$ cat src/rtl/eps_pkg.sv
package eps_pkg;

    // ----------------------------------------------------------------
    // clock and time base
    // ----------------------------------------------------------------
    localparam int CLK_MHZ        = 200;
    localparam int TICK_NS        = 500;
    localparam int TICK_CYCLES    = (TICK_NS * CLK_MHZ + 999) / 1000;
    localparam int TICKS_PER_US   = 1000 / TICK_NS;

    // ----------------------------------------------------------------
    // programming times
    // ----------------------------------------------------------------
    localparam int T_ADDR_SETUP_NS = 10000;
    localparam int T_ARM_SETUP_NS  = 10000;
    localparam int T_DATA_SETUP_NS = 10000;
    localparam int T_ADDR_HOLD_NS  = 1000;
    localparam int T_DATA_HOLD_NS  = 1000;
    localparam int T_ARM_HOLD_NS   = 500;
    localparam int T_READ_DELAY_NS = 10000;

    localparam int SETUP_NS = (T_ADDR_SETUP_NS > T_DATA_SETUP_NS) ?
                              T_ADDR_SETUP_NS : T_DATA_SETUP_NS;
    localparam int SETUP_ALL_NS = (SETUP_NS > T_ARM_SETUP_NS) ? SETUP_NS : T_ARM_SETUP_NS;
    localparam int HOLD_NS = (T_ADDR_HOLD_NS > T_DATA_HOLD_NS) ?
                             T_ADDR_HOLD_NS : T_DATA_HOLD_NS;
    localparam int HOLD_ALL_NS = (HOLD_NS > T_ARM_HOLD_NS) ? HOLD_NS : T_ARM_HOLD_NS;

    localparam int SETUP_TICKS = (SETUP_ALL_NS + TICK_NS - 1) / TICK_NS;
    localparam int HOLD_TICKS  = (HOLD_ALL_NS + TICK_NS - 1) / TICK_NS;
    localparam int READ_TICKS  = (T_READ_DELAY_NS + TICK_NS - 1) / TICK_NS;

    // ----------------------------------------------------------------
    // pulse and loop limits
    // ----------------------------------------------------------------
    localparam int PULSE_MIN_US = 100;
    localparam int PULSE_MAX_US = 1000;
    localparam int TOTAL_MIN_US = 100000;
    localparam int LOOPS_MIN    = 100;
    localparam int LOOPS_MAX    = 1000;
    localparam int CFG_W        = 10;

    // ----------------------------------------------------------------
    // array shape and buffering
    // ----------------------------------------------------------------
    localparam int ADDR_W     = 11;
    localparam int DATA_W     = 8;
    localparam int FIFO_DEPTH = 8;
    localparam int TIMER_W    = 12;

    // ----------------------------------------------------------------
    // sequencer states
    // ----------------------------------------------------------------
    typedef enum logic [5:0] {
        EPS_IDLE  = 6'h01,
        EPS_FETCH = 6'h02,
        EPS_SETUP = 6'h04,
        EPS_PULSE = 6'h08,
        EPS_HOLD  = 6'h10,
        EPS_READ  = 6'h20
    } eps_state_type;

endpackage

$ cat src/rtl/eps_fifo.sv
`timescale 1ns/1ps
`default_nettype none
module eps_fifo #(
    parameter int WIDTH = 9,
    parameter int DEPTH = eps_pkg::FIFO_DEPTH
) (
    // clock and reset
    input  wire logic             core_clk,
    input  wire logic             rst,
    // filling side
    input  wire logic             in_valid,
    output logic                  in_ready,
    input  wire logic [WIDTH-1:0] in_data,
    // draining side
    output logic                  out_valid,
    input  wire logic             out_ready,
    output logic      [WIDTH-1:0] out_data
);

    localparam int PW = (DEPTH > 1) ? $clog2(DEPTH) : 1;

    if (DEPTH < 2 || (DEPTH & (DEPTH - 1)) != 0) begin : g_bad_depth
        $error("fifo depth must be a power of two of at least 2");
    end
    if (WIDTH < 1) begin : g_bad_width
        $error("fifo width must be positive");
    end

    logic [WIDTH-1:0] mem [DEPTH];
    logic [PW-1:0]    wr_ptr;
    logic [PW-1:0]    rd_ptr;
    logic [PW:0]      count;
    logic [PW:0]      next_count;
    logic             push;
    logic             load;

    // ----------------------------------------------------------------
    // flow control
    // ----------------------------------------------------------------
    always_comb begin
        push       = in_valid && in_ready;
        load       = (count != '0) && (!out_valid || out_ready);
        next_count = count;
        if (push && !load) begin
            next_count = count + 1'b1;
        end else if (!push && load) begin
            next_count = count - 1'b1;
        end
    end

    always_ff @(posedge core_clk) begin
        if (push) begin
            mem[wr_ptr] <= in_data;
        end
    end

    always_ff @(posedge core_clk) begin
        if (rst) begin
            wr_ptr   <= '0;
            rd_ptr   <= '0;
            count    <= '0;
            in_ready <= 1'b0;
        end else begin
            if (push) begin
                wr_ptr <= wr_ptr + 1'b1;
            end
            if (load) begin
                rd_ptr <= rd_ptr + 1'b1;
            end
            count    <= next_count;
            in_ready <= next_count < (PW+1)'(DEPTH);
        end
    end

    // ----------------------------------------------------------------
    // registered read stage
    // ----------------------------------------------------------------
    always_ff @(posedge core_clk) begin
        if (rst) begin
            out_valid <= 1'b0;
            out_data  <= '0;
        end else if (load) begin
            out_valid <= 1'b1;
            out_data  <= mem[rd_ptr];
        end else if (out_ready) begin
            out_valid <= 1'b0;
        end
    end

endmodule
`default_nettype wire

$ cat src/rtl/eps_sequencer.sv
`timescale 1ns/1ps
`default_nettype none
module eps_sequencer #(
    parameter int ADDR_W      = eps_pkg::ADDR_W,
    parameter int DATA_W      = eps_pkg::DATA_W,
    parameter int FIFO_DEPTH  = eps_pkg::FIFO_DEPTH,
    parameter int TICK_CYCLES = eps_pkg::TICK_CYCLES
) (
    // clock and reset
    input  wire logic                     core_clk,
    input  wire logic                     rst,
    // run control
    input  wire logic                     start,
    input  wire logic [eps_pkg::CFG_W-1:0] cfg_pulse_us,
    input  wire logic [eps_pkg::CFG_W-1:0] cfg_loops,
    // word stream, one word per address per loop
    input  wire logic                     in_valid,
    output logic                          in_ready,
    input  wire logic [DATA_W-1:0]        in_data,
    input  wire logic                     in_blank,
    // status
    output logic                          busy,
    output logic                          done,
    output logic                          cfg_error,
    output logic [eps_pkg::CFG_W-1:0]     loop_index,
    output logic [DATA_W-1:0]             verify_data,
    // device pins
    output logic [ADDR_W-1:0]             addr,
    output logic [DATA_W-1:0]             byte_lines_out,
    output logic                          byte_lines_oe,
    input  wire logic [DATA_W-1:0]        byte_lines_in,
    output logic                          arm_high_level,
    output logic                          pulse_high_level
);

    localparam int CW = eps_pkg::CFG_W;
    localparam int TW = eps_pkg::TIMER_W;
    localparam int DW = (TICK_CYCLES > 1) ? $clog2(TICK_CYCLES) : 1;

    if (ADDR_W < 1 || DATA_W < 1) begin : g_bad_shape
        $error("address and data widths must be positive");
    end
    if (TICK_CYCLES < 1) begin : g_bad_tick
        $error("tick divider must be at least one cycle");
    end
    if (eps_pkg::PULSE_MAX_US * eps_pkg::TICKS_PER_US >= 2 ** TW) begin : g_bad_timer
        $error("timer too narrow for the longest pulse");
    end

    // ----------------------------------------------------------------
    // configuration check
    // ----------------------------------------------------------------
    function automatic logic cfg_valid(input logic [CW-1:0] width_us,
                                       input logic [CW-1:0] loops);
        logic [2*CW-1:0] total;
        total = width_us * loops;
        cfg_valid = (width_us >= CW'(eps_pkg::PULSE_MIN_US)) &&
                    (width_us <= CW'(eps_pkg::PULSE_MAX_US)) &&
                    (loops >= CW'(eps_pkg::LOOPS_MIN)) &&
                    (loops <= CW'(eps_pkg::LOOPS_MAX)) &&
                    (total >= (2*CW)'(eps_pkg::TOTAL_MIN_US));
    endfunction

    eps_pkg::eps_state_type state;
    eps_pkg::eps_state_type next_state;

    logic [CW-1:0]     pulse_us;
    logic [CW-1:0]     loops;
    logic [TW-1:0]     timer;
    logic [TW-1:0]     next_timer;
    logic              timer_load;
    logic [DW-1:0]     div;
    logic              tick;
    logic              timer_zero;
    logic              go;
    logic              last_addr;
    logic              last_loop;
    logic              fifo_valid;
    logic              fifo_ready;
    logic [DATA_W:0]   fifo_data;

    // ----------------------------------------------------------------
    // word buffer
    // ----------------------------------------------------------------
    eps_fifo #(
        .WIDTH (DATA_W + 1),
        .DEPTH (FIFO_DEPTH)
    ) u_fifo (
        .core_clk  (core_clk),
        .rst       (rst),
        .in_valid  (in_valid),
        .in_ready  (in_ready),
        .in_data   ({in_blank, in_data}),
        .out_valid (fifo_valid),
        .out_ready (fifo_ready),
        .out_data  (fifo_data)
    );

    // ----------------------------------------------------------------
    // half-microsecond tick and wait timer
    // ----------------------------------------------------------------
    always_ff @(posedge core_clk) begin
        if (rst || timer_load) begin
            div  <= '0;
            tick <= 1'b0;
        end else if (div == DW'(TICK_CYCLES - 1)) begin
            div  <= '0;
            tick <= 1'b1;
        end else begin
            div  <= div + 1'b1;
            tick <= 1'b0;
        end
    end

    always_ff @(posedge core_clk) begin
        if (rst) begin
            timer <= '0;
        end else if (timer_load) begin
            timer <= next_timer;
        end else if (tick && timer != '0) begin
            timer <= timer - 1'b1;
        end
    end

    // ----------------------------------------------------------------
    // sequence control
    // ----------------------------------------------------------------
    always_comb begin
        timer_zero = (timer == '0);
        go         = start && cfg_valid(cfg_pulse_us, cfg_loops);
        last_addr  = (addr == {ADDR_W{1'b1}});
        last_loop  = (loop_index == loops - 1'b1);
        fifo_ready = (state == eps_pkg::EPS_FETCH);
        next_state = state;
        timer_load = 1'b0;
        next_timer = '0;
        unique case (state)
            eps_pkg::EPS_IDLE: begin
                if (go) begin
                    next_state = eps_pkg::EPS_FETCH;
                end
            end
            eps_pkg::EPS_FETCH: begin
                if (fifo_valid) begin
                    next_state = eps_pkg::EPS_SETUP;
                    timer_load = 1'b1;
                    next_timer = TW'(eps_pkg::SETUP_TICKS);
                end
            end
            eps_pkg::EPS_SETUP: begin
                if (timer_zero) begin
                    next_state = eps_pkg::EPS_PULSE;
                    timer_load = 1'b1;
                    next_timer = TW'(pulse_us * eps_pkg::TICKS_PER_US);
                end
            end
            eps_pkg::EPS_PULSE: begin
                if (timer_zero) begin
                    next_state = eps_pkg::EPS_HOLD;
                    timer_load = 1'b1;
                    next_timer = TW'(eps_pkg::HOLD_TICKS);
                end
            end
            eps_pkg::EPS_HOLD: begin
                if (timer_zero) begin
                    if (last_addr && last_loop) begin
                        next_state = eps_pkg::EPS_READ;
                        timer_load = 1'b1;
                        next_timer = TW'(eps_pkg::READ_TICKS);
                    end else begin
                        next_state = eps_pkg::EPS_FETCH;
                    end
                end
            end
            eps_pkg::EPS_READ: begin
                if (timer_zero) begin
                    next_state = eps_pkg::EPS_IDLE;
                end
            end
        endcase
    end

    always_ff @(posedge core_clk) begin
        if (rst) begin
            state <= eps_pkg::EPS_IDLE;
        end else begin
            state <= next_state;
        end
    end

    // ----------------------------------------------------------------
    // configuration capture and status
    // ----------------------------------------------------------------
    always_ff @(posedge core_clk) begin
        if (rst) begin
            pulse_us  <= '0;
            loops     <= '0;
            cfg_error <= 1'b0;
        end else if (state == eps_pkg::EPS_IDLE && start) begin
            cfg_error <= !go;
            if (go) begin
                pulse_us <= cfg_pulse_us;
                loops    <= cfg_loops;
            end
        end
    end

    always_ff @(posedge core_clk) begin
        if (rst) begin
            busy        <= 1'b0;
            done        <= 1'b0;
            verify_data <= '0;
        end else begin
            if (state == eps_pkg::EPS_IDLE && go) begin
                busy <= 1'b1;
                done <= 1'b0;
            end
            if (state == eps_pkg::EPS_READ && timer_zero) begin
                busy        <= 1'b0;
                done        <= 1'b1;
                verify_data <= byte_lines_in;
            end
        end
    end

    // ----------------------------------------------------------------
    // address and loop counting
    // ----------------------------------------------------------------
    always_ff @(posedge core_clk) begin
        if (rst) begin
            addr       <= '0;
            loop_index <= '0;
        end else if (state == eps_pkg::EPS_IDLE && go) begin
            addr       <= '0;
            loop_index <= '0;
        end else if (state == eps_pkg::EPS_HOLD && timer_zero && !(last_addr && last_loop)) begin
            addr <= addr + 1'b1;
            if (last_addr) begin
                loop_index <= loop_index + 1'b1;
            end
        end
    end

    // ----------------------------------------------------------------
    // data lines
    // ----------------------------------------------------------------
    always_ff @(posedge core_clk) begin
        if (rst) begin
            byte_lines_out <= '0;
            byte_lines_oe  <= 1'b0;
        end else begin
            if (state == eps_pkg::EPS_IDLE && go) begin
                byte_lines_oe <= 1'b1;
            end
            if (state == eps_pkg::EPS_HOLD && timer_zero && last_addr && last_loop) begin
                byte_lines_oe <= 1'b0;
            end
            if (state == eps_pkg::EPS_FETCH && fifo_valid) begin
                if (fifo_data[DATA_W]) begin
                    byte_lines_out <= {DATA_W{1'b1}};
                end else begin
                    byte_lines_out <= fifo_data[DATA_W-1:0];
                end
            end
        end
    end

    // ----------------------------------------------------------------
    // enable and pulse pins
    // ----------------------------------------------------------------
    always_ff @(posedge core_clk) begin
        if (rst) begin
            arm_high_level <= 1'b0;
        end else if (state == eps_pkg::EPS_IDLE && go) begin
            arm_high_level <= 1'b1;
        end else if (state == eps_pkg::EPS_HOLD && timer_zero && last_addr && last_loop) begin
            arm_high_level <= 1'b0;
        end
    end

    always_ff @(posedge core_clk) begin
        if (rst) begin
            pulse_high_level <= 1'b0;
        end else if (state == eps_pkg::EPS_SETUP && timer_zero) begin
            pulse_high_level <= 1'b1;
        end else if (state == eps_pkg::EPS_PULSE && timer_zero) begin
            pulse_high_level <= 1'b0;
        end
    end

endmodule
`default_nettype wire

$ cat config.mk
export PLATFORM = sky130hd
export DESIGN_NAME = eps_sequencer
export DESIGN_NICKNAME = d
export VERILOG_FILES = /design/src/rtl/eps_pkg.sv /design/src/rtl/eps_fifo.sv /design/src/rtl/eps_sequencer.sv
export SDC_FILE = /design/constraint.sdc
export NUM_CORES = 1
export LEC_CHECK = 0
export ABC_AREA = 1
export BUFFER_PORTS_ARGS = -buffer_cell sky130_fd_sc_hd__buf_2
export CAP_MARGIN = 20
export CORE_MARGIN = 1
export CORE_UTILIZATION = 30
export CTS_CLUSTER_DIAMETER = 200
export DETAILED_ROUTE_END_ITERATION = 10
export PLACE_DENSITY = 0.56
export SLEW_MARGIN = 20
export SYNTH_ARGS = -nofsm -noshare
export SYNTH_HDL_FRONTEND = slang
export SYNTH_SLANG_ARGS = --single-unit
export TNS_END_PERCENT = 5
$ cat constraint.sdc
create_clock -name core_clk -period 7.35 [get_ports core_clk]
set_input_delay 1.47 -clock core_clk [delete_from_list [all_inputs] [get_ports core_clk]]
set_output_delay 1.47 -clock core_clk [all_outputs]
set_load 0.03 [all_outputs]
==> results of run 1 <==
[cell type report]
type,instances,area (um^2)
Sequential cell,182,4360
Clock inverter,14,174
Inverter,258,968
Clock buffer,18,429
Multi-Input combinational cell,1064,6450
Timing Repair Buffer,92,480
Fill cell,4063,25600
Tap cell,518,648
[path summary, 6_finish.rpt]
path                   start               to  slack [ns]
max          cfg_pulse_us[5]    byte_lines_oe        0.88
min                   div[0]           div[0]        0.45
max reg2reg         state[5]  u_fifo.in_ready        3.86
min reg2reg           div[0]           div[0]        0.45
[layer usage]
layer | routed length [um] | vias up | GRT usage, %
met5 | 0 | - | 0
met4 | 150 | 0 | 2.42
met3 | 1110 | 18 | 2.29
met2 | 13100 | 192 | 23.0
met1 | 13600 | 4697 | 19.0
li1 | - | 5039 | -
[sequential cells by signal, indices dropped and copies added (netlist names), 3 cells and up]
name	flops
addr	11
byte_lines_out	8
div	7
loop_index	10
loops	10
pulse_us	10
state	6
timer	12
u_fifo.count	4
u_fifo.mem	72
u_fifo.out_data	9
u_fifo.rd_ptr	3
u_fifo.wr_ptr	3
verify_data	8
[Yosys cell counts, drive strengths merged (31+ instances only)]
master / n
a21oi: 105
clkbuf: 38
dfxtp: 110
edfxtp: 72
fa: 62
ha: 67
inv: 256
nand2: 399
nand3: 87
nor2: 146
o21ai: 67
xor2: 31
[per-stage QoR]
stage	instance area [um^2]	util, %
6_report	13500	34.6
5_1_grt	13500	34.6
4_1_cts	13500	34.6
3_5_place_dp	12900	33.0
3_3_place_gp	12900	33.0
2_1_floorplan	12000	-
[kinds of logic after synthesis]
logic type	Yosys count	share of synthesized area, %
XOR/XNOR	45	3.28
buffers and inverters	312	10.0
flip-flops	182	36.3
AND/OR/NAND/NOR	693	24.5
AO/OA/AOI/OAI	197	8.57
adder cells (fa/ha/maj)	129	17.3
[report_power, final]
group          internal [W]  switching, W  leakage [nW]
sequential          0.00119      0.000112          1.54
combinational      0.000839       0.00158          4.76
clock              0.000540      0.000410         0.290
total               0.00257       0.00210          6.59
[worst max-delay path, cell delays in order]
cell and delay [ns]:
buf_2 0.25, nand2_1 0.13, fa_1 0.55, inv_1 0.05
fa_1 0.49, inv_1 0.05, fa_1 0.47, inv_1 0.05
fa_1 0.53, inv_1 0.05, fa_1 0.52, inv_1 0.04
ha_1 0.34, nand2_1 0.13, inv_1 0.05, a21oi_1 0.21
nand2_2 0.11, nand2_1 0.09, nand3b_1 0.07, nand2_1 0.07
nand2_1 0.05, o21ai_1 0.14, nand2_2 0.11, nand3_4 0.17
buf_4 0.26, inv_2 0.15, o21a_1 0.19
==> impl_metrics.json, run 1 <==
{
  "run_status": "completed",
  "report.final.setup_viol": 0,
  "drt-initial-drc-count": 615,
  "drc": 0,
  "synth_cell_types": 45,
  "avgRoutedWirePerCell_um": 13.0,
  "p_total_w": 0.00467,
  "htree_levels": 4,
  "n_antenna_cell": 0,
  "cts_sinks": 182,
  "hold_depth": 1,
  "final_cell_mix": "nand2_1, inv_1, nor2_1, dfxtp_1, a21oi_1",
  "fin_nets": 1785,
  "hold_class": "reg2reg",
  "fin_cells": 2146,
  "crit_type": "in2reg",
  "grt_antenna_before_repair": 0,
  "synth_area_per_cell_um2": 7.72,
  "post-dp-hpwl_mm": 20.7,
  "drive_gt1_share_pct": 9.40,
  "skew_ns": 0.00812,
  "slew_headroom_pct": 35.9,
  "cts_resized": 0,
  "hold_buffers": 0,
  "syn-cell-area_mm2": 0.0120,
  "synth_ff_type": "dfxtp_1",
  "tightest_slew_ns": 0.958,
  "cp.arrival_ns": 6.80,
  "initial_core_util_pct": 30.7,
  "grt_usage_pct": 13.8,
  "gp_congestion": 0.832,
  "period_share_pct": 88.0,
  "syn-num-nets": 1728,
  "io-pin-count": 85,
  "cts_tree": "yes",
  "io_buffer_count": 84,
  "synth-seq-area-share_pct": 36.3,
  "core_area_mm2": 0.0391,
  "post_drt_via_cell_ratio": 4.63,
  "die_w_um": 202,
  "grt_max_degree": 45,
  "clkTransAtPathRegs_ns": 0.07,
  "power.density_mw_per_mm2": 345,
  "ys_ff_latch": 182,
  "cts_setup_buffers": 0,
  "finalSetupTns_ns": 0,
  "layout_commonest_cell": "nand2_1",
  "rsz0062_at_grt": "no",
  "setup_ws_ns": 0.881,
  "fin_crit_ns": 6.47,
  "dr.pass1.iters": 5,
  "ant_nets": 0,
  "vias": 9946,
  "clock_path_buffers": 2,
  "finalWirelength_mm": 28.0,
  "cts_root_buffer": "clkbuf_16",
  "whs_ns": 0.450,
  "row_count": 72,
  "max_freq_ghz": 0.155,
  "crit_fanout": 17,
  "grt_overflow": 0,
  "syn_inst": 1558,
  "synthArstFlopShare_pct": 0,
  "place_inst": 2114,
  "fp.dieArea_mm2": 0.0409,
  "syn_to_final_growth_pct": 12.4,
  "yosys_warnings": 0,
  "clock_latency_ns": 0.43,
  "crit_path_end_kind": "flop",
  "die_height_um": 202,
  "max-vdd-ir-drop_mv": 0.173,
  "hold_viol_final": 0,
  "grt_first_pass_wirelength_mm": 46.4,
  "grt_pass1_vias": 9382,
  "p_leak_nw": 6.59,
  "slew_violations": 0,
  "cts_buffers": 17,
  "worstPathRequired_ns": 7.68,
  "synth_edf_count": 72,
  "ys_top_cells_by_area": "dfxtp_1, edfxtp_1, nand2_1",
  "synth_top_area_share_pct": 18.3,
  "max_cap_violations": 0,
  "place_ws_ns": 0.414,
  "yosys.area.top_type": "dfxtp_1",
  "r2r_cells": 15,
  "start_kind": "primary input"
}
Power figures use the tool's default switching activity.
==> inputs of run 2 (changes only) <==
--- a/config.mk
+++ b/config.mk
@@ -6,5 +6,4 @@
 export NUM_CORES = 1
 export LEC_CHECK = 0
-export ABC_AREA = 1
 export BUFFER_PORTS_ARGS = -buffer_cell sky130_fd_sc_hd__buf_2
 export CAP_MARGIN = 20
==> constraint.sdc (replaced) <==
create_clock -name core_clk -period 7.35 [get_ports core_clk]
set_input_delay 0.735 -clock core_clk [delete_from_list [all_inputs] [get_ports core_clk]]
set_output_delay 0.735 -clock core_clk [all_outputs]
set_load 0.03 [all_outputs]
==> run 2 against run 1 <==
Total power shrank 11%. Utilization shrank 0.11 points. Via count fell by 16%. Register-to-register slack better by 0.09 ns. Synthesized area shrank 3.1%. Clock-buffer cell count down 1. Critical endpoint is now busy.
==> impl_metrics.json, run 2 <==
{
  "run_status": "completed",
  "clock_path_buffers": 2,
  "ys_top_cells_by_area": "dfxtp_1, edfxtp_1, fa_1",
  "synth_top_cells_by_count": "nand2_1, dfxtp_1, nor2_1, inv_1, and2_1",
  "r2r_cells": 10,
  "cts_tree": "yes",
  "core_area_mm2": 0.0379,
  "max-vdd-ir-drop_mv": 0.155,
  "hold_depth": 1,
  "syn-cell-area_mm2": 0.0116,
  "yosys.area.top_type": "dfxtp_1",
  "reg_top3": "u_fifo.mem: 72 flops, timer: 12 flops, addr: 11 flops",
  "cts_resized": 0,
  "max_freq_ghz": 0.160,
  "hold_buffers": 0,
  "top_usage_layer": "met2",
  "skew_ns": 0.0124,
  "finalWirelength_mm": 26.4,
  "initial_core_util_pct": 30.7,
  "row_count": 71,
  "power.density_mw_per_mm2": 318,
  "grt_usage_pct": 14.2,
  "r2r-start": "loops[0]",
  "synth_edf_count": 72,
  "post_drt_via_cell_ratio": 4.86,
  "synth_cell_types": 85,
  "r2r-end": "div[6]",
  "fillers": 3870,
  "whs_ns": 0.449,
  "crit_path_end_kind": "flop",
  "max_flop_register": "u_fifo.mem",
  "crit_type": "in2reg",
  "tightest_slew_ns": 1.06,
  "yosysMostFrequentCell": "nand2_1",
  "yosys_warnings": 0,
  "drt-initial-drc-count": 468,
  "use_met1_pct": 18.8,
  "reg2reg_slack_ns": 3.95,
  "syn-num-nets": 1320,
  "grt_overflow": 0,
  "synth_ff_type": "dfxtp_1",
  "finalSetupTns_ns": 0,
  "utilization_pct": 34.5,
  "dr.pass1.iters": 5,
  "avgRoutedWirePerCell_um": 15.3,
  "holdPathEnd": "div[0]",
  "io-pin-count": 85,
  "report.final.setup_viol": 0,
  "io_buffer_count": 84,
  "hold_viol_final": 0,
  "grt_first_pass_wirelength_mm": 43.6,
  "grt_max_degree": 52,
  "period_share_pct": 85.2,
  "drive_gt1_share_pct": 14.5,
  "largest_register_ffs": 72,
  "worstPathRequired_ns": 7.68,
  "grt_pass1_vias": 8226,
  "syn_to_final_growth_pct": 12.2,
  "layout_commonest_cell": "nand2_1",
  "gr-usage-met2_pct": 23.6,
  "slew_violations": 0,
  "gp_congestion": 0.866,
  "drc": 0,
  "post-dp-hpwl_mm": 19.5,
  "vias": 8378,
  "postPlaceCellArea_mm2": 0.0125,
  "synth_area_per_cell_um2": 10.1,
  "htree_levels": 4,
  "rsz0062_at_grt": "no",
  "synthArstFlopShare_pct": 0,
  "cp.arrival_ns": 6.59,
  "fin_nets": 1368,
  "synth_top_area_share_pct": 18.9,
  "grt_antenna_before_repair": 0,
  "ys_ff_latch": 182,
  "cts_buffers": 17,
  "syn_inst": 1150,
  "clock_latency_ns": 0.44,
  "slew_headroom_pct": 29.3,
  "die_w_um": 199,
  "fp.dieArea_mm2": 0.0396,
  "max_cap_violations": 0,
  "fin_area_mm2": 0.0131,
  "fin_crit_ns": 6.27,
  "final_cell_mix": "nand2_1, dfxtp_1, nor2_1, buf_2, inv_1",
  "crit_fanout": 22,
  "start_kind": "primary input",
  "synth-seq-area-share_pct": 37.5,
  "cts_root_buffer": "clkbuf_16",
  "cts_setup_buffers": 0,
  "die_height_um": 199,
  "p_leak_nw": 5.24,
  "met3_usage_pct": 2.64,
  "ant_nets": 0,
  "p_total_w": 0.00416,
  "clkTransAtPathRegs_ns": 0.07,
  "min-delay-start": "div[0]",
  "hold_class": "reg2reg",
  "cts_sinks": 182
}
==> run 2: area by class of cell <==
cell class | instances | area, um^2 | share of cell area (%)
Antenna cell | 1 | 2.50 | 0.0191
Clock buffer | 17 | 425 | 3.25
Clock inverter | 15 | 123 | 0.938
Inverter | 77 | 289 | 2.21
Multi-Input combinational cell | 827 | 6740 | 51.6
Sequential cell | 182 | 4360 | 33.4
Tap cell | 511 | 639 | 4.89
Timing Repair Buffer | 93 | 488 | 3.73
==> run 2: layer usage <==
layer	up-vias	wire, um
met5	-	0
met4	0	354
met3	21	1130
met2	158	12600
met1	4119	12400
li1	4080	-
==> run 2: worst max-delay path: stages <==
cell and delay [ns]:
buf_2 0.24, nand2_1 0.12, fa_1 0.54, inv_1 0.05
fa_1 0.51, inv_1 0.05, fa_1 0.48, inv_1 0.05
fa_1 0.53, inv_1 0.05, fa_1 0.53, inv_1 0.04
ha_1 0.36, a21oi_1 0.32, o221a_2 0.29, a32oi_1 0.16
or3_1 0.42, a221oi_2 0.43, o22ai_2 0.17, buf_4 0.29
o21a_1 0.22
==> run 2: kinds of logic (layout without fill, tap and decap cells) <==
group | after synthesis | in the layout | synth area share [%]
AOI/OAI and AO/OA | 142 | 142 | 9.03
muxes | 58 | 58 | 6.92
adders and majority gates | 129 | 129 | 17.9
xor gates and xnor gates | 62 | 62 | 4.73
other | 0 | 1 | 0
buffers and inverters | 141 | 202 | 4.94
DFF | 182 | 182 | 37.5
and+or+nand+nor | 436 | 436 | 19.1
==> run 2: worst max path at each step <==
stage,start,to,slack (ns),depth (start not counted)
after global placement,cfg_loops[9],pulse_us[3],0.82,20
after global routing,cfg_loops[9],loops[0],0.71,20
after detailed placement,cfg_pulse_us[0],loops[0],0.66,20
after CTS,cfg_pulse_us[0],loops[0],1.12,20
after floorplan,cfg_loops[3],busy,1.22,21
final,cfg_pulse_us[5],busy,1.08,21
==> run 2: through the flow <==
stage | std cells | setup slack [ns]
after floorplan | 1150 | 1.22
after global placement | 1689 | 0.819
after detailed placement | 1689 | 0.662
after CTS | 1721 | 1.12
after global routing | 1722 | 0.714
final | 1723 | 1.08
==> run 2: power breakdown <==
part           switching, W  leakage (nW)  internal (W)
combinational       0.00118          3.44      0.000830
clock              0.000417         0.259      0.000440
sequential         0.000127          1.54       0.00116
==> inputs of run 3 (changes only) <==
- PLACE_DENSITY: 0.56 -> 0.58
- clock period: 7.35 -> 5.6 ns (I/O delays scaled with it)
==> run 3 against run 2 <==
Wire length is 1.4% higher. Critical path depth is 2 lower. Final cell count is 3.7% higher. Combinational power is 63% higher. Critical endpoint is now addr[4]. Largest power group unchanged. Highest routed layer unchanged.
==> impl_metrics.json, run 3 (synthesis results as in run 2) <==
{
  "place_ws_ns": -0.307,
  "avgRoutedWirePerCell_um": 15.0,
  "cts_buffers": 17,
  "core_area_mm2": 0.0379,
  "syn_to_final_growth_pct": 19.1,
  "holdPathEnd": "verify_data[0]",
  "clkTransAtPathRegs_ns": 0.08,
  "r2r-start": "loops[0]",
  "min-delay-start": "byte_lines_in[0]",
  "grt_overflow": 0,
  "post-dp-hpwl_mm": 19.8,
  "row_count": 71,
  "start_kind": "primary input",
  "tightest_slew_ns": 1.00,
  "period_share_pct": 97.8,
  "initial_core_util_pct": 30.7,
  "max_freq_ghz": 0.183,
  "hold_viol_final": 0,
  "htree_levels": 4,
  "dr.pass1.iters": 5,
  "io_buffer_count": 84,
  "post_drt_via_cell_ratio": 4.83,
  "clock_path_buffers": 2,
  "drt-initial-drc-count": 347,
  "largest_register_ffs": 72,
  "max_flop_register": "u_fifo.mem",
  "crit_fanout": 6,
  "rsz0062_at_grt": "yes",
  "utilization_pct": 36.6,
  "slew_headroom_pct": 32.8,
  "grt_usage_pct": 13.9,
  "r2r_cells": 10,
  "final_cell_mix": "nand2_1, dfxtp_1, nor2_1, buf_2, and2_1",
  "layout_commonest_cell": "nand2_1",
  "whs_ns": 0.349,
  "cts_tree": "yes",
  "grt_first_pass_wirelength_mm": 43.2,
  "fin_nets": 1433,
  "postPlaceCellArea_mm2": 0.0131,
  "slew_violations": 0,
  "hold_class": "in2reg",
  "fin_crit_ns": 5.48,
  "grt_pass1_vias": 8434,
  "skew_ns": 0.0129,
  "finalWirelength_mm": 26.8,
  "die_height_um": 199,
  "hold_depth": 3,
  "grt_antenna_before_repair": 0,
  "cts_root_buffer": "clkbuf_16",
  "max-vdd-ir-drop_mv": 0.278,
  "gp_congestion": 0.830,
  "p_total_w": 0.00618,
  "drive_gt1_share_pct": 21.3,
  "io-pin-count": 85,
  "reg_top3": "u_fifo.mem: 72 flops, timer: 12 flops, addr: 11 flops",
  "worstPathRequired_ns": 5.94,
  "report.final.setup_viol": 0,
  "power.density_mw_per_mm2": 446,
  "grt_max_degree": 52,
  "max_cap_violations": 0,
  "drc": 0,
  "cts_sinks": 182,
  "crit_type": "in2reg",
  "setup_ws_ns": 0.125,
  "run_status": "completed",
  "vias": 8638,
  "n_antenna_cell": 0,
  "cp.arrival_ns": 5.81,
  "p_leak_nw": 5.62,
  "fp.dieArea_mm2": 0.0396,
  "ant_nets": 0,
  "fin_area_mm2": 0.0139,
  "r2r-end": "div[2]",
  "crit_path_end_kind": "flop",
  "die_w_um": 199,
  "clock_latency_ns": 0.45,
  "reg2reg_slack_ns": 2.15
}
run 3: cell types whose count changed in the layout (fill, tap and decap cells not counted), sizes merged:
cell / previous run / this run
clkbuf: 17 / 23
buf: 93 / 152
clkinv: 6 / 3
diode: 1 / 0
inv: 82 / 87
clkinvlp: 4 / 1
bufinv: 0 / 1
run 3: cell type report:
cell class              instances  area [um^2]
flip-flops and latches        182         4360
fillers                      3819        24100
repair buffers                158         1060
well taps                     511          639
clock buffers                  17          425
inverters                      77          289
clock inverters                15          168
multi-input cells             827         6920
run 3: layer usage:
metal / part of all wire (%) / vias to the layer above / global-route usage [%] / wire length [um]
li1: - / 4226 / - / -
met1: 47 / 4227 / 18.2 / 12500
met2: 49 / 162 / 23.7 / 13100
met3: 3.9 / 23 / 2.54 / 1040
met4: 0.89 / 0 / 3.19 / 239
met5: 0 / - / 0 / 0
run 3: worst max path at each step:
stage	slack, ns	start	to
2_1_floorplan	0.002	cfg_pulse_us[7]	busy
3_3_place_gp	-0.28	cfg_pulse_us[2]	done
3_5_place_dp	-0.31	cfg_pulse_us[2]	loop_index[0]
4_1_cts	0.13	cfg_pulse_us[2]	loop_index[0]
5_1_grt	-0.06	cfg_loops[2]	addr[0]
6_report	0.12	cfg_loops[3]	addr[4]
run 3: power breakdown:
group          internal [W]  switching, W  leakage (nW)
clock network      0.000639      0.000585         0.293
logic               0.00155       0.00172          3.79
registers           0.00153      0.000158          1.54
run 3: critical path, stage by stage:
cell,delay (ns)
clkbuf_4,0.16
nand2_2,0.07
fa_1,0.54
inv_1,0.05
fa_1,0.49
fa_2,0.52
fa_1,0.55
inv_1,0.06
fa_1,0.53
inv_1,0.06
ha_4,0.28
nand4_1,0.13
a211o_1,0.30
a32oi_2,0.30
xor2_1,0.23
nand4_1,0.27
o221ai_4,0.44
clkbuf_16,0.24
nor2_1,0.04
run 3: what timing repair did:
action / CTS / global route
buffers inserted: 0 / 4
gates resized for setup: 0 / 30
hold buffers: 0 / 0
endpoints found under the setup margin: 0 / 44
run 3: per-stage QoR:
stage	instances	TNS (ns)
after global routing	1787	-0.713
after detailed placement	1748	-12.93
after floorplan	1150	0
after CTS	1780	0
final	1787	0
after global placement	1748	-12.16
